<file path="src/common/kil_pkg.sv">
// package of constants and types for the keypad interrupt latch
package kil_pkg;

  // ****************************************************************
  // register map
  // ****************************************************************
  localparam logic [11:0] KIL_OFF_STATUS_CONTROL = 12'h000;
  localparam logic [11:0] KIL_OFF_ENABLE = 12'h004;
  localparam logic [11:0] KIL_OFF_PORT_DIR = 12'h008;
  localparam logic [11:0] KIL_OFF_PORT_DATA = 12'h00C;
  localparam logic [11:0] KIL_OFF_PIN_LEVEL = 12'h010;

  // ****************************************************************
  // status/control field positions
  // ****************************************************************
  localparam int KIL_BIT_SENSE = 0;
  localparam int KIL_BIT_MASK = 1;
  localparam int KIL_BIT_ACK = 2;
  localparam int KIL_BIT_PENDING = 3;

  // ****************************************************************
  // widths and reset values
  // ****************************************************************
  localparam int KIL_NPINS = 5;
  localparam logic [4:0] KIL_PINS_RESET = 5'h00;
  localparam logic [31:0] KIL_DATA_ZERO = 32'h0000_0000;
  localparam logic [15:0] KIL_VECTOR_HI = 16'hFFE0;
  localparam logic [15:0] KIL_VECTOR_LO = 16'hFFE1;

  typedef enum logic {KIL_MODE_EDGE, KIL_MODE_EDGE_LEVEL} kil_mode_t;

  typedef struct packed {
    logic psel;
    logic penable;
    logic pwrite;
    logic [11:0] paddr;
    logic [31:0] pwdata;
  } kil_apb_req_t;

  typedef struct packed {
    logic pready;
    logic pslverr;
    logic [31:0] prdata;
  } kil_apb_rsp_t;

  typedef struct packed {
    logic sense_sel;
    logic irq_mask;
    logic ack;
    logic [4:0] pin_enable;
  } kil_ctrl_t;

endpackage : kil_pkg

</file>
<file path="src/hw/kil_pin_sync.sv">
// two-stage synchroniser for the keypad pins
`timescale 1ns/1ps
module kil_pin_sync
  import kil_pkg::*;
#(
  parameter int WIDTH = KIL_NPINS
)(
  input wire logic mclk, // bus clock
  input wire logic rst_n, // async reset, active low
  input wire logic [WIDTH-1:0] pin_raw, // raw pin levels
  output logic [WIDTH-1:0] pin_sync // synchronised levels
);

  logic [WIDTH-1:0] meta_q;
  logic [WIDTH-1:0] meta_d;
  logic [WIDTH-1:0] sync_q;
  logic [WIDTH-1:0] sync_d;

  always_comb
  begin
    meta_d = pin_raw;
    sync_d = meta_q;
  end

  // idle pins read high, as pulled up
  always_ff @(posedge mclk or negedge rst_n)
  begin
    if (!rst_n)
    begin
      meta_q <= '1;
      sync_q <= '1;
    end
    else
    begin
      meta_q <= meta_d;
      sync_q <= sync_d;
    end
  end

  assign pin_sync = sync_q;

endmodule : kil_pin_sync

</file>
<file path="src/hw/kil_apb_slave.sv">
// apb slave front end: decodes one-cycle read and write strobes
`timescale 1ns/1ps
module kil_apb_slave
  import kil_pkg::*;
(
  input wire kil_apb_req_t apb_req, // apb request from master
  input wire logic [31:0] rd_data, // read value for current address
  input wire logic addr_hit, // address is mapped
  output kil_apb_rsp_t apb_rsp, // apb answer
  output logic wr_stb, // write strobe, one cycle
  output logic rd_stb // read strobe, one cycle
);

  logic access;

  // zero wait states: answer in the access phase
  always_comb
  begin
    access = apb_req.psel && apb_req.penable;
    wr_stb = access && apb_req.pwrite && addr_hit;
    rd_stb = access && !apb_req.pwrite;
    apb_rsp.pready = access;
    apb_rsp.pslverr = access && !addr_hit;
    apb_rsp.prdata = (access && !apb_req.pwrite && addr_hit) ? rd_data
                                                             : KIL_DATA_ZERO;
  end

endmodule : kil_apb_slave

</file>
<file path="src/hw/kil_keypad_latch.sv">
// keypad interrupt latch with apb registers and port pin control
`timescale 1ns/1ps
// Summary of operation
// - five pins, own enables, one shared mask
// - enabled pin switches on its pullup
// - latch when enabled pin falls, all high
// - sense bit: edge only or edge-level
// - edge mode: no latch if another low
// - edge-level: request held while any low
// - edge-level: clear needs ack and all high
// - vector fetch acknowledges the request
// - writing ack bit acknowledges like fetch
// - edge after ack latches new request
// - unmasked request goes to processor vector
// - edge mode: acknowledge clears at once
// - reset clears request and sense bit
// - pending flag ignores the mask
// - enable forces pin input over direction
// - sense one: edges and levels; zero: edges
// - ack bit write-only, reads zero
// - mask bit blocks processor interrupt
// - pending flag read-only, reset clears
module kil_keypad_latch
  import kil_pkg::*;
#(
  parameter int NPINS = KIL_NPINS
)(
  input wire logic mclk, // bus clock, 250 MHz
  input wire logic rst_n, // async reset, active low
  input wire kil_apb_req_t apb_req, // apb request
  output kil_apb_rsp_t apb_rsp, // apb answer
  input wire logic vector_fetch, // cpu fetches keypad vector, pulse
  output logic kbd_irq, // interrupt request to cpu, level
  output logic [15:0] kbd_vector_addr, // vector address for cpu
  input wire logic [NPINS-1:0] pin_in, // port pin levels
  output logic [NPINS-1:0] pin_out, // port pin drive value
  output logic [NPINS-1:0] pin_oe, // port pin drive enable
  output logic [NPINS-1:0] pin_pullup // port pin pullup enable
);

  // ****************************************************************
  // state
  // ****************************************************************
  kil_mode_t sense_q;
  kil_mode_t sense_d;
  logic mask_q;
  logic mask_d;
  logic [NPINS-1:0] enable_q;
  logic [NPINS-1:0] enable_d;
  logic [NPINS-1:0] dir_q;
  logic [NPINS-1:0] dir_d;
  logic [NPINS-1:0] data_q;
  logic [NPINS-1:0] data_d;
  logic request_q;
  logic request_d;
  logic acked_q;
  logic acked_d;
  logic all_high_q;
  logic all_high_d;

  logic [NPINS-1:0] pin_sync;
  logic wr_stb;
  logic addr_hit;
  logic wr_sc;
  logic wr_enable;
  logic wr_dir;
  logic wr_data;
  logic [31:0] rd_data;
  logic ack_pulse;
  logic all_high;
  logic fall_event;
  logic any_low;
  kil_ctrl_t ctrl;

  // ****************************************************************
  // helper functions
  // ****************************************************************
  function automatic logic [31:0] kil_pad(input logic [NPINS-1:0] v);
    logic [31:0] r;
    r = KIL_DATA_ZERO;
    r[NPINS-1:0] = v;
    return r;
  endfunction : kil_pad

  function automatic logic kil_is_write(input logic [11:0] off,
                                        input logic [11:0] addr,
                                        input logic stb);
    return stb && (addr == off);
  endfunction : kil_is_write

  // pins set as outputs read back as zero
  function automatic logic [NPINS-1:0] kil_level_view(
    input logic [NPINS-1:0] lvl,
    input logic [NPINS-1:0] dir);
    return lvl & ~dir;
  endfunction : kil_level_view

  // ****************************************************************
  // submodules
  // ****************************************************************
  kil_pin_sync #(
    .WIDTH(NPINS)
  ) u_sync (
    .mclk(mclk),
    .rst_n(rst_n),
    .pin_raw(pin_in),
    .pin_sync(pin_sync)
  );

  kil_apb_slave u_apb (
    .apb_req(apb_req),
    .rd_data(rd_data),
    .addr_hit(addr_hit),
    .apb_rsp(apb_rsp),
    .wr_stb(wr_stb),
    .rd_stb()
  );

  // ****************************************************************
  // register decode and read mux
  // ****************************************************************
  always_comb
  begin
    addr_hit = 1'b1;
    rd_data = KIL_DATA_ZERO;
    case (apb_req.paddr)
      KIL_OFF_STATUS_CONTROL:
      begin
        rd_data[KIL_BIT_SENSE] = (sense_q == KIL_MODE_EDGE_LEVEL);
        rd_data[KIL_BIT_MASK] = mask_q;
        rd_data[KIL_BIT_ACK] = 1'b0;
        rd_data[KIL_BIT_PENDING] = request_q;
      end
      KIL_OFF_ENABLE: rd_data = kil_pad(enable_q);
      KIL_OFF_PORT_DIR: rd_data = kil_pad(dir_q);
      KIL_OFF_PORT_DATA: rd_data = kil_pad(data_q);
      // level readable only while direction bit is 0
      KIL_OFF_PIN_LEVEL:
        rd_data = kil_pad(kil_level_view(pin_sync, dir_q));
      default: addr_hit = 1'b0;
    endcase
  end

  // ****************************************************************
  // write strobes
  // ****************************************************************
  // one strobe per writable register, none for pin level
  always_comb
  begin
    wr_sc = kil_is_write(KIL_OFF_STATUS_CONTROL, apb_req.paddr, wr_stb);
    wr_enable = kil_is_write(KIL_OFF_ENABLE, apb_req.paddr, wr_stb);
    wr_dir = kil_is_write(KIL_OFF_PORT_DIR, apb_req.paddr, wr_stb);
    wr_data = kil_is_write(KIL_OFF_PORT_DATA, apb_req.paddr, wr_stb);
  end

  // ****************************************************************
  // control registers
  // ****************************************************************
  always_comb
  begin
    ctrl.sense_sel = apb_req.pwdata[KIL_BIT_SENSE];
    ctrl.irq_mask = apb_req.pwdata[KIL_BIT_MASK];
    ctrl.ack = apb_req.pwdata[KIL_BIT_ACK];
    ctrl.pin_enable = apb_req.pwdata[NPINS-1:0];
    sense_d = sense_q;
    mask_d = mask_q;
    enable_d = enable_q;
    dir_d = dir_q;
    data_d = data_q;
    ack_pulse = vector_fetch;
    if (wr_sc)
    begin
      sense_d = ctrl.sense_sel ? KIL_MODE_EDGE_LEVEL : KIL_MODE_EDGE;
      mask_d = ctrl.irq_mask;
      ack_pulse = vector_fetch || ctrl.ack;
    end
    if (wr_enable)
      enable_d = ctrl.pin_enable;
    if (wr_dir)
      dir_d = apb_req.pwdata[NPINS-1:0];
    if (wr_data)
      data_d = apb_req.pwdata[NPINS-1:0];
  end

  always_ff @(posedge mclk or negedge rst_n)
  begin
    if (!rst_n)
    begin
      sense_q <= KIL_MODE_EDGE;
      mask_q <= 1'b0;
      enable_q <= KIL_PINS_RESET;
      dir_q <= KIL_PINS_RESET;
      data_q <= KIL_PINS_RESET;
    end
    else
    begin
      sense_q <= sense_d;
      mask_q <= mask_d;
      enable_q <= enable_d;
      dir_q <= dir_d;
      data_q <= data_d;
    end
  end

  // ****************************************************************
  // pin level detection
  // ****************************************************************
  always_comb
  begin
    // disabled pins count as high
    all_high = &(pin_sync | ~enable_q);
    any_low = !all_high;
    all_high_d = all_high;
    // falling edge only when all were high last cycle
    fall_event = all_high_q && any_low;
  end

  // pins reset high, no false edge after reset
  always_ff @(posedge mclk or negedge rst_n)
  begin
    if (!rst_n)
      all_high_q <= 1'b1;
    else
      all_high_q <= all_high_d;
  end

  // ****************************************************************
  // request latch and acknowledge
  // ****************************************************************
  always_comb
  begin
    request_d = request_q;
    acked_d = acked_q;
    case (sense_q)
      KIL_MODE_EDGE:
      begin
        acked_d = 1'b0;
        // acknowledge clears at once, pins ignored
        if (ack_pulse)
          request_d = 1'b0;
        if (fall_event)
          request_d = 1'b1; // set wins over clear
      end
      KIL_MODE_EDGE_LEVEL:
      begin
        // ack kept until every enabled pin is high
        if (ack_pulse && request_q)
          acked_d = 1'b1;
        if (fall_event)
        begin
          request_d = 1'b1;
          acked_d = 1'b0;
        end
        else if (request_q && all_high && (acked_q || ack_pulse))
        begin
          request_d = 1'b0;
          acked_d = 1'b0;
        end
        if (any_low)
          request_d = 1'b1;
      end
      default:
      begin
        request_d = 1'b0;
        acked_d = 1'b0;
      end
    endcase
  end

  always_ff @(posedge mclk or negedge rst_n)
  begin
    if (!rst_n)
    begin
      request_q <= 1'b0;
      acked_q <= 1'b0;
    end
    else
    begin
      request_q <= request_d;
      acked_q <= acked_d;
    end
  end

  // ****************************************************************
  // outputs
  // ****************************************************************
  always_comb
  begin
    kbd_irq = request_q && !mask_q;
    kbd_vector_addr = KIL_VECTOR_HI;
  end

  // ****************************************************************
  // port pin control
  // ****************************************************************
  always_comb
  begin
    pin_pullup = enable_q;
    // keyboard enable overrides the direction bit
    pin_oe = dir_q & ~enable_q;
    pin_out = data_q;
  end

endmodule : kil_keypad_latch

</file>
<file path="config.mk">
export PLATFORM = sky130hd
export DESIGN_NAME = kil_keypad_latch
export DESIGN_NICKNAME = d
export VERILOG_FILES = /design/src/common/kil_pkg.sv /design/src/hw/kil_pin_sync.sv /design/src/hw/kil_apb_slave.sv /design/src/hw/kil_keypad_latch.sv
export SDC_FILE = /design/constraint.sdc
export NUM_CORES = 1
export LEC_CHECK = 0
export ABC_AREA = 1
export BUFFER_PORTS_ARGS = -buffer_cell sky130_fd_sc_hd__clkbuf_2
export CAP_MARGIN = 10
export CORE_AREA = 2 2 60 90
export CTS_CLUSTER_SIZE = 25
export DETAILED_ROUTE_END_ITERATION = 16
export DIE_AREA = 0 0 62 92
export PLACE_DENSITY = 0.74
export SLEW_MARGIN = 30
export SYNTH_ARGS = -nofsm -noshare
export SYNTH_HDL_FRONTEND = slang
export SYNTH_SLANG_ARGS = --single-unit
</file>
<file path="constraint.sdc">
create_clock -name mclk -period 2 [get_ports mclk]
set_input_delay 0.2 -clock mclk [delete_from_list [all_inputs] [get_ports mclk]]
set_output_delay 0.2 -clock mclk [all_outputs]
set_load 0.05 [all_outputs]
</file>
==> flow_summary.yaml <==
status:
  status: "finished clean"
placed_design:
  hpwl_um: 3130
  place.gp.congestion: 0.888
  placed_area_um2: 2070
  place_inst: 354
  dp_slack_ns: 0.131
  io_buffers: 50
detailed_routing:
  first_pass_iters: 4
  vias: 1567
  wl_um: 3920
  drtIter0Drc: 48
  ant_nets: 0
  drc: 0
  via_per_inst: 4.26
  routedWlPerCell_um: 10.6
floorplan:
  dieArea_um2: 5700
  initial_utilization_pct: 37.8
  fp.dieW_um: 62
  die-height_um: 92
  io_pins: 121
  row_count: 32
  core_area_um2: 5000
cells_and_area:
  area_growth_pct: 17.7
  fin_area_um2: 2230
  fin_nets: 354
  fin_cells: 368
  n_fill_cell: 516
  drive_gt1_share_pct: 29.7
  num_antenna_cells: 0
global_route:
  grt_util_met2_pct: 23.6
  top_usage_layer: "met2"
  grt_pass1_wl_um: 6130
  grt_pass1_vias: 1384
  grt_usage_pct: 14.7
  grtUsageMet3_pct: 2.26
  grt_max_degree: 31
  gr-usage-met1_pct: 17.4
  grt_overflow: 0
  antenna_found_initial: 0
clock_network:
  clock-root-buffer: "clkbuf_8"
  clk_transition_reported_paths_ns: 0.06
  cts_buffers: 5
  h-tree-depth: 2
  tritoncts: "yes"
  cts_buffer_depth: 2
  insertion_delay_ns: 0.28
  clock_sink_count: 30
critical_path:
  critPathCaptureType: "output port"
  crit_type: "input port to output port"
  cp.arrival_ns: 1.69
  crit_path_start_kind: "input port"
  worstPathRequired_ns: 1.80
  cp_max_fo: 10
sta:
  setup-violations-final: 0
  max_freq_mhz: 528
  period_share_pct: 94.6
  drv_slew: 0
  fin_tns_setup_ns: 0
  fin_crit_ns: 1.89
  fin_ws_ns: 0.107
  tightest_slew_ns: 0.707
  slew_headroom_pct: 52.9
  fin_skew_ns: 0.00361
  rsz0062_at_grt: "false"
  hold_viol: 0
logic_synthesis:
  synth-edff-count: 0
  synth.most_common_cell: "buf_4"
  synth_top_area_share_pct: 25.1
  synth_area_leader_cell: "dfrtp_1"
  seq_area_frac_synth_pct: 40.4
  syn_area_um2: 1890
  synth_warnings: 0
  synth_cells: 236
  synth.area.top_cells: "dfrtp_1, buf_4, dfstp_2"
  synth_commonest_cells: "buf_4, nand2_1, inv_1"
  synth_async_sr_flop_share_pct: 100
  ys_ff_latch: 30
  synth_top_flop_cell: "dfrtp_1"
  synthDistinctLibCells: 24
  avgSynthCellArea_um2: 8.02
flow_run:
  maxCapViolCount: 0
power:
  leakage_nw: 1.19
  p_per_area_nw_per_um2: 622
  vdd_ir_drop_max_mv: 0.486
  finalPower_mw: 1.39
hold_path:
  worstHoldPathType: "input port to flip-flop"
==> area by class of cell <==
type	instances	area, um2	area share (%)
repair buffers	59	335	15.1
clock buffers	7	86.3	3.88
well taps	68	85.1	3.82
multi-input cells	170	827	37.1
inverters	33	124	5.56
flip-flops and latches	30	764	34.3
clock inverters	1	5.00	0.225
==> power breakdown <==
part           switching [mW]  leakage (nW)  internal, mW
clock                   0.211        0.0482         0.277
combinational           0.230         0.756        0.0370
sequential            0.00440         0.381         0.626
==> worst max-delay path, cell delays in order <==
cell and delay (ns):
clkbuf_2 0.08, nor2_1 0.16, nand2_2 0.12, nor2_8 0.18, nand3_2 0.19, inv_1 0.19, a21oi_1 0.09, a21oi_1 0.17
clkbuf_2 0.31
==> registers in the layout, summed over array words and instances, names as in the netlist <==
signal,count
sense_q,1
all_high_q,1
request_q,1
acked_q,1
pin_pullup,5
u_sync.pin_sync,5
u_sync.meta_q,5
pin_out,5
dir_q,5
mask_q,1
==> kinds of logic after synthesis <==
| family | Yosys count | synth area share [%] |
|---|---|---|
| other | 2 | 0.397 |
| buffers and inverters | 77 | 24.0 |
| AO/OA/AOI/OAI | 30 | 8.53 |
| flip-flops | 30 | 40.4 |
| AND/OR/NAND/NOR | 97 | 26.7 |
==> through the flow <==
step / util, % / hold slack [ns]
after detailed placement: 41.4 / 0.285
after global placement: 41.4 / 0.266
after CTS: 44.5 / 0.188
after global routing: 44.5 / 0.210
final: 44.5 / 0.188
after floorplan: - / -0.0956
==> cells in the final DEF, fill, tap and decap left out, drive strengths merged <==
cell type | netlist | layout
conb | 2 | 43
clkinv | 0 | 1
a211oi | 1 | 1
o22ai | 1 | 1
buf | 44 | 3
dfrtp | 19 | 19
clkbuf | 0 | 57
dlygate4sd3 | 0 | 6
o211ai | 3 | 3
dfstp | 11 | 11
nor2 | 30 | 30
nor4 | 1 | 1
nand2 | 41 | 41
a21oi | 3 | 3
nand4 | 3 | 3
o21ai | 22 | 22
nand3 | 22 | 22
inv | 33 | 33
==> path summary, 6_finish.rpt <==
check	startpoint	endpoint	slack [ns]	cells past startpoint
min	apb_req[4]	pin_pullup[4]	0.19	3
min reg2reg	u_sync.meta_q[0]	u_sync.pin_sync[0]	0.35	0
max	apb_req[39]	apb_rsp[2]	0.11	9
min in group asynchronous	rst_n	pin_pullup[4]	0.51	2
max reg2reg	u_sync.pin_sync[2]	request_q	0.53	11
max in group asynchronous	rst_n	pin_pullup[1]	1.04	2
==> routing by layer <==
metal,vias up,part of all wire [%]
met5,-,0
met3,10,7.2
met1,698,40
met2,77,49
met4,0,3.3
li1,782,-
==> what timing repair did <==
item / 4_1_cts / 5_1_grt
resized for setup: 0 / 2
endpoints found under the hold margin: 24 / 0
setup endpoints to repair: 0 / 1
hold buffers: 6 / 0
buffers inserted: 0 / 0
Power figures use the tool's default switching activity.
